[src/core/nip_defines.svh]
// offsets, field positions, reset values and wait counts of the nibble host port
`ifndef NIP_DEFINES_SVH
`define NIP_DEFINES_SVH
`define NIP_CLK_MHZ 125
`define NIP_POR_MS 2
`define NIP_GAP1_MS 2
`define NIP_GAP2_US 40
`define NIP_EXEC_US 40
`define NIP_CLEAR_US 2000
`define NIP_POR_CYC (`NIP_POR_MS * 1000 * `NIP_CLK_MHZ)
`define NIP_GAP1_CYC (`NIP_GAP1_MS * 1000 * `NIP_CLK_MHZ)
`define NIP_GAP2_CYC (`NIP_GAP2_US * `NIP_CLK_MHZ)
`define NIP_EXEC_CYC (`NIP_EXEC_US * `NIP_CLK_MHZ)
`define NIP_CLEAR_CYC (`NIP_CLEAR_US * `NIP_CLK_MHZ)
`define NIP_TIMER_W 18
`define NIP_OFS_CTRL 12'h000
`define NIP_OFS_STATUS 12'h004
`define NIP_OFS_ERR 12'h008
`define NIP_OFS_INSTR 12'h00C
`define NIP_CTRL_EN_BIT 0
`define NIP_CTRL_REINIT_BIT 1
`define NIP_CTRL_EN_RESET 1'b1
`define NIP_ERR_EARLY_BIT 0
`define NIP_ERR_ORDER_BIT 1
`define NIP_FS_MASK 8'hE0
`define NIP_FS_CODE 8'h20
`define NIP_FS_DL_BIT 4
`define NIP_FS_N_BIT 3
`define NIP_FS_M_BIT 2
`define NIP_DCTL_MASK 8'hF8
`define NIP_DCTL_CODE 8'h08
`define NIP_DCTL_D_BIT 2
`define NIP_DCTL_C_BIT 1
`define NIP_DCTL_B_BIT 0
`define NIP_CLR_CODE 8'h01
`define NIP_ENTRY_MASK 8'hFC
`define NIP_ENTRY_CODE 8'h04
`define NIP_ENTRY_ID_BIT 1
`define NIP_ENTRY_S_BIT 0
`define NIP_ENTRY_ID_RESET 1'b1
`endif

[src/core/nip_pkg.sv]
// types shared by the nibble host port modules
package nip_pkg;
    typedef enum logic [3:0] {
        ST_POR = 4'h0, ST_FS1 = 4'h1, ST_FS2 = 4'h3, ST_FS3 = 4'h2, ST_WIDTH4 = 4'h6,
        ST_FS4 = 4'h7, ST_DOFF = 4'h5, ST_CLR = 4'h4, ST_DONE = 4'hC
    } nip_step_e;
    typedef struct packed {
        logic initDone;
        logic shift;
        logic incr;
        logic dispOn;
        logic voltGen;
        logic lineCount;
        nip_step_e step;
        logic busy;
        logic fourBit;
    } nip_status_s;
endpackage

[src/core/nip_ctl_if.sv]
// control and status carried between the port core and its register file
`timescale 1ns/1ps
`default_nettype none
interface nip_ctl_if;
    import nip_pkg::*;
    logic portEnable;
    logic reinit;
    nip_status_s status;
    logic [1:0] errSet;
    logic [7:0] lastInstr;
    modport regs (output portEnable, output reinit, input status, input errSet, input lastInstr);
    modport core (input portEnable, input reinit, output status, output errSet, output lastInstr);
endinterface
`default_nettype wire

[src/core/nip_busy_timer.sv]
// down counter that holds the execution or wait time of the last instruction
`timescale 1ns/1ps
`default_nettype none
module nip_busy_timer #(
    parameter int unsigned TW = 18,
    parameter int unsigned RESET_LOAD = 250000
) (
    // clock and reset
    input wire logic ref_clk,
    input wire logic sys_rst,
    // load and state
    input wire logic start,
    input wire logic [TW-1:0] loadVal,
    output logic busy
);
    logic [TW-1:0] count;

    if (RESET_LOAD >= (2 ** TW)) begin : g_bad_load
        $error("reset load does not fit the timer");
    end

    // a new start restarts the wait, so a premature write replaces what is left of busy with its own load
    always_ff @(posedge ref_clk) begin
        if (sys_rst) begin
            count <= TW'(RESET_LOAD);
        end else if (start) begin
            count <= loadVal;
        end else if (count != '0) begin
            count <= count - TW'(1);
        end
    end

    assign busy = (count != '0);
endmodule
`default_nettype wire

[src/core/nip_apb_regs.sv]
// apb register file of the nibble host port
`timescale 1ns/1ps
`default_nettype none
`include "nip_defines.svh"
module nip_apb_regs (
    // clock and reset
    input wire logic ref_clk,
    input wire logic sys_rst,
    // apb slave
    input wire logic psel,
    input wire logic penable,
    input wire logic pwrite,
    input wire logic [11:0] paddr,
    input wire logic [31:0] pwdata,
    output logic [31:0] prdata,
    output logic pready,
    output logic pslverr,
    // core side
    nip_ctl_if.regs ctl
);
    import nip_pkg::*;
    logic [1:0] err;
    logic wrDone;
    logic mapped;
    logic [31:0] rdMux;

    assign wrDone = psel & penable & pready & pwrite;
    assign mapped = (paddr == `NIP_OFS_CTRL) || (paddr == `NIP_OFS_STATUS) ||
                    (paddr == `NIP_OFS_ERR) || (paddr == `NIP_OFS_INSTR);

    always_comb begin
        rdMux = 32'h0000_0000;
        unique case (paddr)
            `NIP_OFS_CTRL: rdMux[`NIP_CTRL_EN_BIT] = ctl.portEnable;
            `NIP_OFS_STATUS: rdMux[$bits(nip_status_s)-1:0] = ctl.status;
            `NIP_OFS_ERR: rdMux[1:0] = err;
            `NIP_OFS_INSTR: rdMux[7:0] = ctl.lastInstr;
            default: rdMux = 32'h0000_0000;
        endcase
    end

    // no wait state: pready is high in the first access cycle and falls after it
    always_ff @(posedge ref_clk) begin
        if (sys_rst) begin
            pready <= 1'b0;
            prdata <= 32'h0000_0000;
            pslverr <= 1'b0;
        end else begin
            pready <= psel & ~penable;
            if (psel && !penable) begin
                prdata <= pwrite ? 32'h0000_0000 : rdMux;
                pslverr <= ~mapped;
            end
        end
    end

    always_ff @(posedge ref_clk) begin
        if (sys_rst) begin
            ctl.portEnable <= `NIP_CTRL_EN_RESET;
            ctl.reinit <= 1'b0;
        end else begin
            ctl.reinit <= wrDone && (paddr == `NIP_OFS_CTRL) && pwdata[`NIP_CTRL_REINIT_BIT];
            if (wrDone && (paddr == `NIP_OFS_CTRL)) begin
                ctl.portEnable <= pwdata[`NIP_CTRL_EN_BIT];
            end
        end
    end

    // write one clears; a new error in the same cycle wins over the clear
    always_ff @(posedge ref_clk) begin
        if (sys_rst) begin
            err <= 2'h0;
        end else begin
            err <= (err & ~((wrDone && (paddr == `NIP_OFS_ERR)) ? pwdata[1:0] : 2'h0)) | ctl.errSet;
        end
    end
endmodule
`default_nettype wire

[src/core/nip_port_top.sv]
// nibble-wide host port of the display controller with its power-up sequence tracker
//
// Added by the designer: the APB interface to the registers and the placing of the registers.
`timescale 1ns/1ps
`default_nettype none
// Functional notes
// - three blind 8-bit function sets, timed gaps
// - fourth write 0010 switches port to 4-bit
// - 4-bit instructions come as two nibbles, high first
// - second function nibble carries line count, voltage
// - busy readable after switch, else host waits
`include "nip_defines.svh"
module nip_port_top #(
    parameter int unsigned TW = `NIP_TIMER_W,
    parameter int unsigned POR_CYC = `NIP_POR_CYC,
    parameter int unsigned GAP1_CYC = `NIP_GAP1_CYC,
    parameter int unsigned GAP2_CYC = `NIP_GAP2_CYC,
    parameter int unsigned EXEC_CYC = `NIP_EXEC_CYC,
    parameter int unsigned CLEAR_CYC = `NIP_CLEAR_CYC
) (
    // clock and reset
    input wire logic ref_clk,
    input wire logic sys_rst,
    // apb slave
    input wire logic psel,
    input wire logic penable,
    input wire logic pwrite,
    input wire logic [11:0] paddr,
    input wire logic [31:0] pwdata,
    output logic [31:0] prdata,
    output logic pready,
    output logic pslverr,
    // display host port; bit 3 is the top data line, bit 0 the low one
    input wire logic portStrobe,
    input wire logic instrDataSelect,
    input wire logic readNotWrite,
    input wire logic [3:0] upperDataIn,
    output logic [3:0] upperDataOut,
    output logic upperDataEnN
);
    import nip_pkg::*;

    nip_ctl_if ctl ();

    logic strobeLast;
    logic strobeFall;
    logic wrStrobe;
    logic rdStrobe;
    logic nibLow;
    logic [3:0] highNib;
    logic highSel;
    logic instrValid;
    logic [7:0] instrByte;
    logic instrSel;
    logic cmdValid;
    logic dataValid;
    logic isFs;
    logic isDctl;
    logic isClr;
    logic isEntry;
    logic stepOk;
    nip_step_e step;
    nip_step_e next_step;
    logic fourBit;
    logic reportBusy;
    logic lineCount;
    logic voltGen;
    logic dispOn;
    logic cursorOn;
    logic blinkOn;
    logic incr;
    logic shift;
    logic [6:0] addrCount;
    logic timerStart;
    logic [TW-1:0] timerLoad;
    logic timerBusy;
    logic busyFlag;
    logic [7:0] readByte;

    if (POR_CYC >= (2 ** TW) || GAP1_CYC >= (2 ** TW) || CLEAR_CYC >= (2 ** TW) ||
        GAP2_CYC < 2 || EXEC_CYC < 2) begin : g_bad_param
        $error("wait counts do not fit the busy timer");
    end

    nip_apb_regs u_regs (
        .ref_clk(ref_clk),
        .sys_rst(sys_rst),
        .psel(psel),
        .penable(penable),
        .pwrite(pwrite),
        .paddr(paddr),
        .pwdata(pwdata),
        .prdata(prdata),
        .pready(pready),
        .pslverr(pslverr),
        .ctl(ctl.regs)
    );

    // the power-up wait is loaded at reset so that writes inside it are flagged
    nip_busy_timer #(
        .TW(TW),
        .RESET_LOAD(POR_CYC)
    ) u_timer (
        .ref_clk(ref_clk),
        .sys_rst(sys_rst),
        .start(timerStart),
        .loadVal(timerLoad),
        .busy(timerBusy)
    );

    // strobe edge detect; pins are already synchronous to ref_clk
    always_ff @(posedge ref_clk) begin
        if (sys_rst) begin
            strobeLast <= 1'b0;
        end else begin
            strobeLast <= portStrobe;
        end
    end

    assign strobeFall = strobeLast & ~portStrobe;
    assign wrStrobe = strobeFall & ~readNotWrite & ctl.portEnable;
    assign rdStrobe = strobeFall & readNotWrite & ctl.portEnable;

    // reads and writes share one nibble phase, as the host counts them together
    always_ff @(posedge ref_clk) begin
        if (sys_rst || ctl.reinit) begin
            nibLow <= 1'b0;
            highNib <= 4'h0;
            highSel <= 1'b0;
        end else if (fourBit && (wrStrobe || rdStrobe)) begin
            nibLow <= ~nibLow;
            if (wrStrobe && !nibLow) begin
                highNib <= upperDataIn;
                highSel <= instrDataSelect;
            end
        end
    end

    // in 8-bit width the unwired low lines read as zero
    assign instrValid = wrStrobe & (~fourBit | nibLow);
    assign instrByte = fourBit ? {highNib, upperDataIn} : {upperDataIn, 4'h0};
    assign instrSel = fourBit ? highSel : instrDataSelect;
    assign cmdValid = instrValid & ~instrSel;
    assign dataValid = instrValid & instrSel;

    assign isFs = (instrByte & `NIP_FS_MASK) == `NIP_FS_CODE;
    assign isDctl = (instrByte & `NIP_DCTL_MASK) == `NIP_DCTL_CODE;
    assign isClr = instrByte == `NIP_CLR_CODE;
    assign isEntry = (instrByte & `NIP_ENTRY_MASK) == `NIP_ENTRY_CODE;

    always_comb begin
        next_step = step;
        stepOk = 1'b0;
        unique case (step)
            ST_POR: begin
                stepOk = isFs && instrByte[`NIP_FS_DL_BIT];
                next_step = ST_FS1;
            end
            ST_FS1: begin
                stepOk = isFs && instrByte[`NIP_FS_DL_BIT];
                next_step = ST_FS2;
            end
            ST_FS2: begin
                stepOk = isFs && instrByte[`NIP_FS_DL_BIT];
                next_step = ST_FS3;
            end
            ST_FS3: begin
                stepOk = isFs && !instrByte[`NIP_FS_DL_BIT];
                next_step = ST_WIDTH4;
            end
            ST_WIDTH4: begin
                stepOk = isFs && !instrByte[`NIP_FS_DL_BIT];
                next_step = ST_FS4;
            end
            ST_FS4: begin
                stepOk = isDctl && !instrByte[`NIP_DCTL_D_BIT];
                next_step = ST_DOFF;
            end
            ST_DOFF: begin
                stepOk = isClr;
                next_step = ST_CLR;
            end
            ST_CLR: begin
                stepOk = isEntry;
                next_step = ST_DONE;
            end
            ST_DONE: begin
                stepOk = 1'b1;
                next_step = ST_DONE;
            end
            default: begin
                stepOk = 1'b0;
                next_step = ST_POR;
            end
        endcase
        if (!stepOk && step != ST_POR && step != ST_FS1 && step != ST_FS2 && step != ST_FS3 &&
            step != ST_WIDTH4 && step != ST_FS4 && step != ST_DOFF && step != ST_CLR) begin
            next_step = ST_POR;
        end else if (!stepOk) begin
            next_step = step;
        end
    end

    // an out-of-order instruction still executes but leaves the tracker where it is
    always_ff @(posedge ref_clk) begin
        if (sys_rst || ctl.reinit) begin
            step <= ST_POR;
        end else if (cmdValid) begin
            step <= next_step;
        end
    end

    always_ff @(posedge ref_clk) begin
        if (sys_rst || ctl.reinit) begin
            fourBit <= 1'b0;
            reportBusy <= 1'b0;
        end else if (cmdValid && isFs) begin
            fourBit <= ~instrByte[`NIP_FS_DL_BIT];
            if (!fourBit && !instrByte[`NIP_FS_DL_BIT]) begin
                reportBusy <= 1'b1;
            end
        end
    end

    // line count and voltage bits only exist when the low nibble was really sent
    always_ff @(posedge ref_clk) begin
        if (sys_rst || ctl.reinit) begin
            lineCount <= 1'b0;
            voltGen <= 1'b0;
        end else if (cmdValid && isFs && fourBit) begin
            lineCount <= instrByte[`NIP_FS_N_BIT];
            voltGen <= instrByte[`NIP_FS_M_BIT];
        end
    end

    always_ff @(posedge ref_clk) begin
        if (sys_rst || ctl.reinit) begin
            dispOn <= 1'b0;
            cursorOn <= 1'b0;
            blinkOn <= 1'b0;
            incr <= `NIP_ENTRY_ID_RESET;
            shift <= 1'b0;
        end else if (cmdValid && isDctl) begin
            dispOn <= instrByte[`NIP_DCTL_D_BIT];
            cursorOn <= instrByte[`NIP_DCTL_C_BIT];
            blinkOn <= instrByte[`NIP_DCTL_B_BIT];
        end else if (cmdValid && isEntry) begin
            incr <= instrByte[`NIP_ENTRY_ID_BIT];
            shift <= instrByte[`NIP_ENTRY_S_BIT];
        end
    end

    // address counter moves with each data write in the entry direction
    always_ff @(posedge ref_clk) begin
        if (sys_rst || ctl.reinit) begin
            addrCount <= 7'h00;
        end else if (cmdValid && isClr) begin
            addrCount <= 7'h00;
        end else if (dataValid) begin
            addrCount <= incr ? addrCount + 7'h01 : addrCount - 7'h01;
        end
    end

    // gaps of the blind writes are enforced by the same timer as execution times
    always_comb begin
        timerStart = instrValid | ctl.reinit;
        if (ctl.reinit) begin
            timerLoad = TW'(POR_CYC);
        end else if (cmdValid && step == ST_POR) begin
            timerLoad = TW'(GAP1_CYC);
        end else if (cmdValid && step == ST_FS1) begin
            timerLoad = TW'(GAP2_CYC);
        end else if (cmdValid && isClr) begin
            timerLoad = TW'(CLEAR_CYC);
        end else begin
            timerLoad = TW'(EXEC_CYC);
        end
    end

    // before the width switch the flag reads idle since the host may not poll yet
    assign busyFlag = timerBusy & reportBusy;

    always_ff @(posedge ref_clk) begin
        if (sys_rst) begin
            ctl.errSet <= 2'h0;
            ctl.lastInstr <= 8'h00;
        end else begin
            ctl.errSet[`NIP_ERR_EARLY_BIT] <= instrValid & timerBusy;
            ctl.errSet[`NIP_ERR_ORDER_BIT] <= cmdValid & ~stepOk;
            if (cmdValid) begin
                ctl.lastInstr <= instrByte;
            end
        end
    end

    always_comb begin
        ctl.status = '0;
        ctl.status.initDone = (step == ST_DONE);
        ctl.status.shift = shift;
        ctl.status.incr = incr;
        ctl.status.dispOn = dispOn;
        ctl.status.voltGen = voltGen;
        ctl.status.lineCount = lineCount;
        ctl.status.step = step;
        ctl.status.busy = timerBusy;
        ctl.status.fourBit = fourBit;
    end

    // display memory sits outside this block, so data reads return zero
    assign readByte = instrDataSelect ? 8'h00 : {busyFlag, addrCount};

    always_ff @(posedge ref_clk) begin
        if (sys_rst) begin
            upperDataOut <= 4'h0;
            upperDataEnN <= 1'b1;
        end else begin
            upperDataEnN <= ~(portStrobe & readNotWrite & ctl.portEnable);
            upperDataOut <= (fourBit && nibLow) ? readByte[3:0] : readByte[7:4];
        end
    end
endmodule
`default_nettype wire

[config.mk]
export PLATFORM = sky130hd
export DESIGN_NAME = nip_port_top
export DESIGN_NICKNAME = d
export VERILOG_FILES = /design/src/core/nip_pkg.sv /design/src/core/nip_ctl_if.sv /design/src/core/nip_busy_timer.sv /design/src/core/nip_apb_regs.sv /design/src/core/nip_port_top.sv
export VERILOG_INCLUDE_DIRS = /design/src /design/src/core
export SDC_FILE = /design/constraint.sdc
export NUM_CORES = 1
export LEC_CHECK = 0
export BUFFER_PORTS_ARGS = -buffer_cell sky130_fd_sc_hd__buf_2
export CAP_MARGIN = 20
export CORE_AREA = 2 2 110 86
export CTS_CLUSTER_SIZE = 20
export DETAILED_ROUTE_END_ITERATION = 8
export DIE_AREA = 0 0 112 88
export PLACE_DENSITY_LB_ADDON = 0.2
export RECOVER_POWER = 100
export SLEW_MARGIN = 20
export SYNTH_ARGS = -nofsm -noshare
export SYNTH_HDL_FRONTEND = slang
export SYNTH_SLANG_ARGS = --single-unit
[constraint.sdc]
create_clock -name ref_clk -period 5.2 [get_ports ref_clk]
set_input_delay 0.78 -clock ref_clk [delete_from_list [all_inputs] [get_ports ref_clk]]
set_output_delay 0.78 -clock ref_clk [all_outputs]
set_load 0.005 [all_outputs]
**Word level (Yosys, flattened, before mapping)**

Index checks and enable logic that the tools add are counted.

- Add/subtract/negate cells: 3
- Equal/unequal tests: 22
- Muxes and demuxes: 21
- Bitwise logic cells: 33
- Reductions and logical operators: 51

Operator list:

| cell | number |
|---|---|
| $mux W18 | 6 |
| $pmux W4 S8 | 1 |
| $logic_and A1 B1 Y1 | 26 |
| $eq A12 B4 Y1 const B | 2 |
| $reduce_bool A18 Y1 | 1 |
| $sub A18 B1 Y18 const B | 1 |
| $and A1 B1 Y1 | 17 |
| $eq A4 B3 Y1 const B | 4 |
| $mux W4 | 4 |
| $mux W8 | 2 |
| $ne A4 B3 Y1 const B | 4 |
| $eq A12 B3 Y1 const B | 1 |
| $logic_not A12 Y1 | 1 |
| $mux W12 | 1 |
| $pmux W6 S2 | 1 |
| $not A1 Y1 | 11 |
| $eq A4 B2 Y1 const B | 2 |
| $eq A8 B1 Y1 const B | 1 |
| $ne A4 B2 Y1 const B | 2 |
| $reduce_and A2 Y1 | 4 |
| $add A7 B1 Y7 const B | 1 |
| $mux W7 | 1 |
| $sub A7 B1 Y7 const B | 1 |
| $eq A6 B1 Y1 const B | 1 |
| other kinds (21) | 34 |

- Bits in registers: 96
- Input bits: 56
- Output and inout bits: 39
- Word-level logic and storage cells: 154

**Logic depth before layout (Yosys ltp)**

- Depth in word-level cells: 15
- Gate-level depth with buffers: 10
- Mapped depth without buffers: 7

**By module**

A second synthesis with hierarchy kept.

- Cells, all modules: 463
- Area total of the unflattened synthesis: 3985.1 µm²

By module, submodules not included:

| module | instances | cells each | area an instance (µm²) |
|---|---|---|---|
| nip_port_top | 1 | 233 | 2052.0 |
| nip_busy_timer | 1 | 120 | 980.9 |
| nip_apb_regs | 1 | 110 | 952.2 |

**Worst setup path after synthesis**

Ideal clock, no wire load.

- Kind: input to register
- Start: in portStrobe
- End: reg step[2]
- Library setup time: 0.095 ns
- Arrival time: 2.317 ns
- Data required time: 5.105 ns
- Path slack: 2.788 ns
- Stages on the path: 7
- Buffers on the path: 2
- Cell sequence: nor4bb_1 > clkbuf_1 > and3_1 > clkbuf_1 > nand2_1 > a31o_2 > a221oi_1

- Cells in the longest elaborated chain, start to end: 7

Ends and longest elaborated chain:

| item | line | source |
|---|---|---|
| start, declared | nip_port_top.sv:34 | `input wire logic portStrobe,` |
| $not A1 Y1 | nip_port_top.sv:120 | `assign strobeFall = strobeLast & ~portStrobe;` |
| $and A1 B1 Y1 | nip_port_top.sv:120 |  |
| $and A1 B1 Y1 (2 in a row) | nip_port_top.sv:121 | `assign wrStrobe = strobeFall & ~readNotWrite & ctl.portEnable;` |
| $and A1 B1 Y1 | nip_port_top.sv:140 | `assign instrValid = wrStrobe & (~fourBit \| nibLow);` |
| $and A1 B1 Y1 | nip_port_top.sv:143 | `assign cmdValid = instrValid & ~instrSel;` |
| $reduce_and A2 Y1 (no source line) | n/a |  |
| end signal, assigned | nip_port_top.sv:209 | `step <= next_step;` |
| end, declared | nip_port_top.sv:62 | `nip_step_e step;` |

No other way between the ends.
A chain may end at the register's enable or synchronous reset.

**Final worst setup path**

- Start: in sys_rst
- End: reg addrCount[6]

- Cells in the longest elaborated chain, start to end: 2

Ends and longest elaborated chain:

| item | line | source |
|---|---|---|
| start, declared | nip_port_top.sv:23 | `input wire logic sys_rst,` |
| $logic_or A1 B1 Y1 | nip_port_top.sv:255 | `if (sys_rst \|\| ctl.reinit) begin` |
| $reduce_or A2 Y1 (no source line) | n/a |  |
| end signal, assigned | nip_port_top.sv:260 | `addrCount <= incr ? addrCount + 7'h01 : addrCount - 7'h01;` |
| end, declared | nip_port_top.sv:73 | `logic [6:0] addrCount;` |

No other way between the ends.

==> results by group <==
Clock network
  – Postcts setup bufs: 0
  – Worst-path clk slew: 60 ps
  – H-tree levels: 3
  – CTS root buffer: clkbuf_16
  – CTS max path bufs: 2
  – # resized after CTS: 0
  – CTS buffer count: 9
  – CTS Sinks: 76
  – CTS Hold Bufs: 0
  – CTS tree: done
  – Worst skew pair latency: 340 ps

Floorplan
  – Die width: 112 µm
  – FP Rows: 30
  – Starting Density: 43.75%
  – Io pins: 95
  – Core area: 8783 µm²
  – Die area: 9856 µm²
  – Die Y: 88 µm

GRT
  – Largest net degree at the start of global routing: 41
  – Gr ovfl total: 0
  – Vias in the first global route: 3070
  – First-pass GRT wire length: 15.22 mm
  – Initial antenna violation count: 0
  – Tot GR Track Use: 19.23%

Place
  – Post-detail-place hpwl: 6.373 mm
  – DP Worst Slack: 2322 ps
  – Placed inst area: 4038 µm²
  – GP Congestion: 0.8688
  – Placed insts: 584
  – IO Port Bufs: 44

STA
  – Minimum clock period: 2997 ps
  – Fmax: 333.7 MHz
  – Final worst slack: 2203 ps
  – Clock skew: 7.009 ps
  – Slew margin rel.: -24.75%
  – Final TNS setup: 0 ps
  – Fin. max-slew vios: 41
  – Tightest Pin Transition: 1871 ps
  – Final setup vio count: 0
  – Tcrit/Tclk final: 57.63%
  – Final hold slack: 444.8 ps
  – Final hold vios: 0
  – RSZ-0062 raised after global routing: false

Cells and area
  – Most common cell after layout, fill and taps aside: dfxtp_1
  – Layout area overhead: 11.27%
  – Ant diodes: 0
  – Core Util, Final: 48.68%
  – Share of cells above drive strength 1: 13.14%
  – Design Area, Final: 4275 µm²
  – Final net count: 546
  – Non-filler cells, final: 599
  – Fillers: 884
  – Most frequent cells in the layout: dfxtp_1 (76), nor2_1 (47), nand2_1 (40)

Setup path
  – Crit Reg-Reg Startpoint: u_timer.count[0]$_SDFFE_PP0P_
  – Crit-path cells: clkbuf_1 -> nor2_1 -> o21ai_0 -> nor2_1 -> mux2_2
  – WS Path Type: in -> reg
  – CP max stage delay: 1320 ps
  – Setup crit end kind: register
  – Reg2Reg Depth: 7
  – Critical-path cell with the highest stage delay: clkbuf_1
  – Crit path depth: 5
  – Worst EP required: 5430 ps
  – Critical Path End: addrCount[6]$_SDFFE_PP0P_
  – Largest delay share family, worst path: buffers and inverters
  – CP Data Arrival Time: 3230 ps
  – Reg2reg end: u_timer.count[7]$_SDFFE_PP1P_
  – Most used cell along the critical path: nor2_1
  – R2R Setup Slk: 2360 ps
  – Worst-path fanout max: 40
  – Crit path from: sys_rst
  – Critical Path Start Type: input port
  – CP bufs+invs: 1

Routing
  – Highest routed layer: met4
  – 1st-iter DRT viols: 186
  – ANT nets after route: 0
  – Met3 wire len: 493 µm
  – Drt drc: 0
  – Drt wl/cell: 15.27 µm
  – Total Routed Length: 9.147 mm
  – Post-DR vias/cell: 5.492
  – Wl on met1: 4.773 mm
  – Initial DRT Pass Iterations: 4
  – Routed via count: 3290
  – Metal2 WL: 3.790 mm

Outcome
  – Failing checks: max-capacitance violations, max-slew violations
  – Status: finished, violations left

Synthesis
  – Asr flop ratio synth: 0%
  – Synth warnings: 0
  – Syn Area/Cell: 8.501 µm²
  – Sequential fraction of the synthesis area: 39.60%
  – Post-synth EDFFs: 0
  – Cell Area, Synth: 3842 µm²
  – Cells after synthesis: 452
  – Post-synthesis cell type count: 60
  – Seq cells post-synth: 76
  – Most common flop cell mapped by yosys: dfxtp_1

Hold path
  – Worst hold path class: reg -> reg

Pwr
  – Pwr Total: 1.273 mW
  – Peak supply drop: 0.0001659 V
  – LEAKAGE: 1.627 nW
  – Pwr per Cell Area: 297.8 nW/µm²

Run
  – Max-cap viol count: 1
cell type report:
class	count	area [µm²]	share of cell area, %
clock buffers	9	225.2	5.268
clock inverters	6	41.29	0.9658
inverters	8	30.03	0.7024
multi-input cells	341	2088	48.84
flip-flops and latches	76	1521	35.59
well taps	112	140.1	3.278
repair buffers	47	229.0	5.356
where the power goes:
part           switching [mW]  internal (mW)  total, mW  leakage (nW)
combinational          0.0561         0.0345     0.0906         0.888
clock                   0.252          0.320      0.572         0.124
sequential             0.0143          0.596      0.611         0.616
total                   0.322          0.951       1.27          1.63
how the worst min path moves through the flow:
| stage | start | end | depth (start not counted) |
|---|---|---|---|
| 6_report | ctl.errSet[1]$_SDFF_PP0_ | u_regs.err[1]$_SDFF_PP0_ | 2 |
| 5_1_grt | ctl.errSet[1]$_SDFF_PP0_ | u_regs.err[1]$_SDFF_PP0_ | 2 |
| 4_1_cts | ctl.errSet[1]$_SDFF_PP0_ | u_regs.err[1]$_SDFF_PP0_ | 2 |
| 3_5_place_dp | ctl.errSet[1]$_SDFF_PP0_ | u_regs.err[1]$_SDFF_PP0_ | 2 |
| 3_3_place_gp | ctl.errSet[1]$_SDFF_PP0_ | u_regs.err[1]$_SDFF_PP0_ | 2 |
| 2_1_floorplan | u_regs.ctl.portEnable$_SDFFE_PP1P_ | upperDataEnN$_SDFF_PP1_ | 1 |
registers in the layout, indices dropped and copies added, names as in the netlist:
signal and cells:
u_regs.pslverr 1, strobeLast 1, fourBit 1, upperDataOut 4
incr 1, upperDataEnN 1, addrCount 7, shift 1
nibLow 1, u_regs.ctl.portEnable 1, reportBusy 1, step 4
voltGen 1, u_timer.count 18, u_regs.prdata 12, dispOn 1
ctl.errSet 2, highSel 1, ctl.lastInstr 8, u_regs.pready 1
u_regs.err 2, lineCount 1, highNib 4, u_regs.ctl.reinit 1
layer usage:
metal  track usage, %  vias to the layer above
met5                0                        -
met4            6.098                        0
met3            4.221                        7
met2            28.48                       86
met1            28.06                     1545
li1                 -                     1652
kinds of logic (layout without fill, tap and decap cells):
logic type | count (synthesis) | in the layout | share of synthesized area [%]
XOR/XNOR | 15 | 15 | 3.419
other | 1 | 20 | 0.09759
buffers and inverters | 54 | 70 | 7.685
AO/OA/AOI/OAI | 98 | 98 | 16.57
AND/OR/NAND/NOR | 177 | 177 | 23.45
multiplexers | 24 | 24 | 6.708
adder cells (fa/ha/maj) | 7 | 7 | 2.475
flip-flops | 76 | 76 | 39.60
Yosys cell counts, types with 3 or more instances:
cell type | n | share of area, %
a211oi_1 | 9 | 1.8
a21o_1 | 4 | 0.78
a21oi_1 | 35 | 4.6
a22oi_1 | 12 | 2.3
a31oi_1 | 3 | 0.49
and3_1 | 3 | 0.49
buf_4 | 20 | 3.9
clkbuf_1 | 20 | 2.0
dfxtp_1 | 76 | 40
ha_1 | 6 | 2.0
inv_1 | 8 | 0.78
mux2_2 | 4 | 1.2
mux2i_1 | 19 | 4.9
nand2_1 | 40 | 3.9
nand2b_1 | 5 | 0.81
nand3_1 | 16 | 2.1
nand4_1 | 9 | 1.5
nor2_1 | 47 | 4.6
nor2b_1 | 3 | 0.49
nor3_1 | 15 | 2.0
nor4_1 | 8 | 1.3
o211ai_1 | 3 | 0.59
o21ai_0 | 11 | 1.4
o31ai_1 | 5 | 0.98
or2_2 | 3 | 0.49
or3_1 | 6 | 0.98
or4_1 | 6 | 1.2
xnor2_1 | 5 | 1.1
xor2_1 | 10 | 2.3
worst min-delay path, stage by stage (launching register included):
cell and delay (ps):
dfxtp_1 310, a21oi_1 40, nor2_1 70
(Power assumes the default switching activity.)
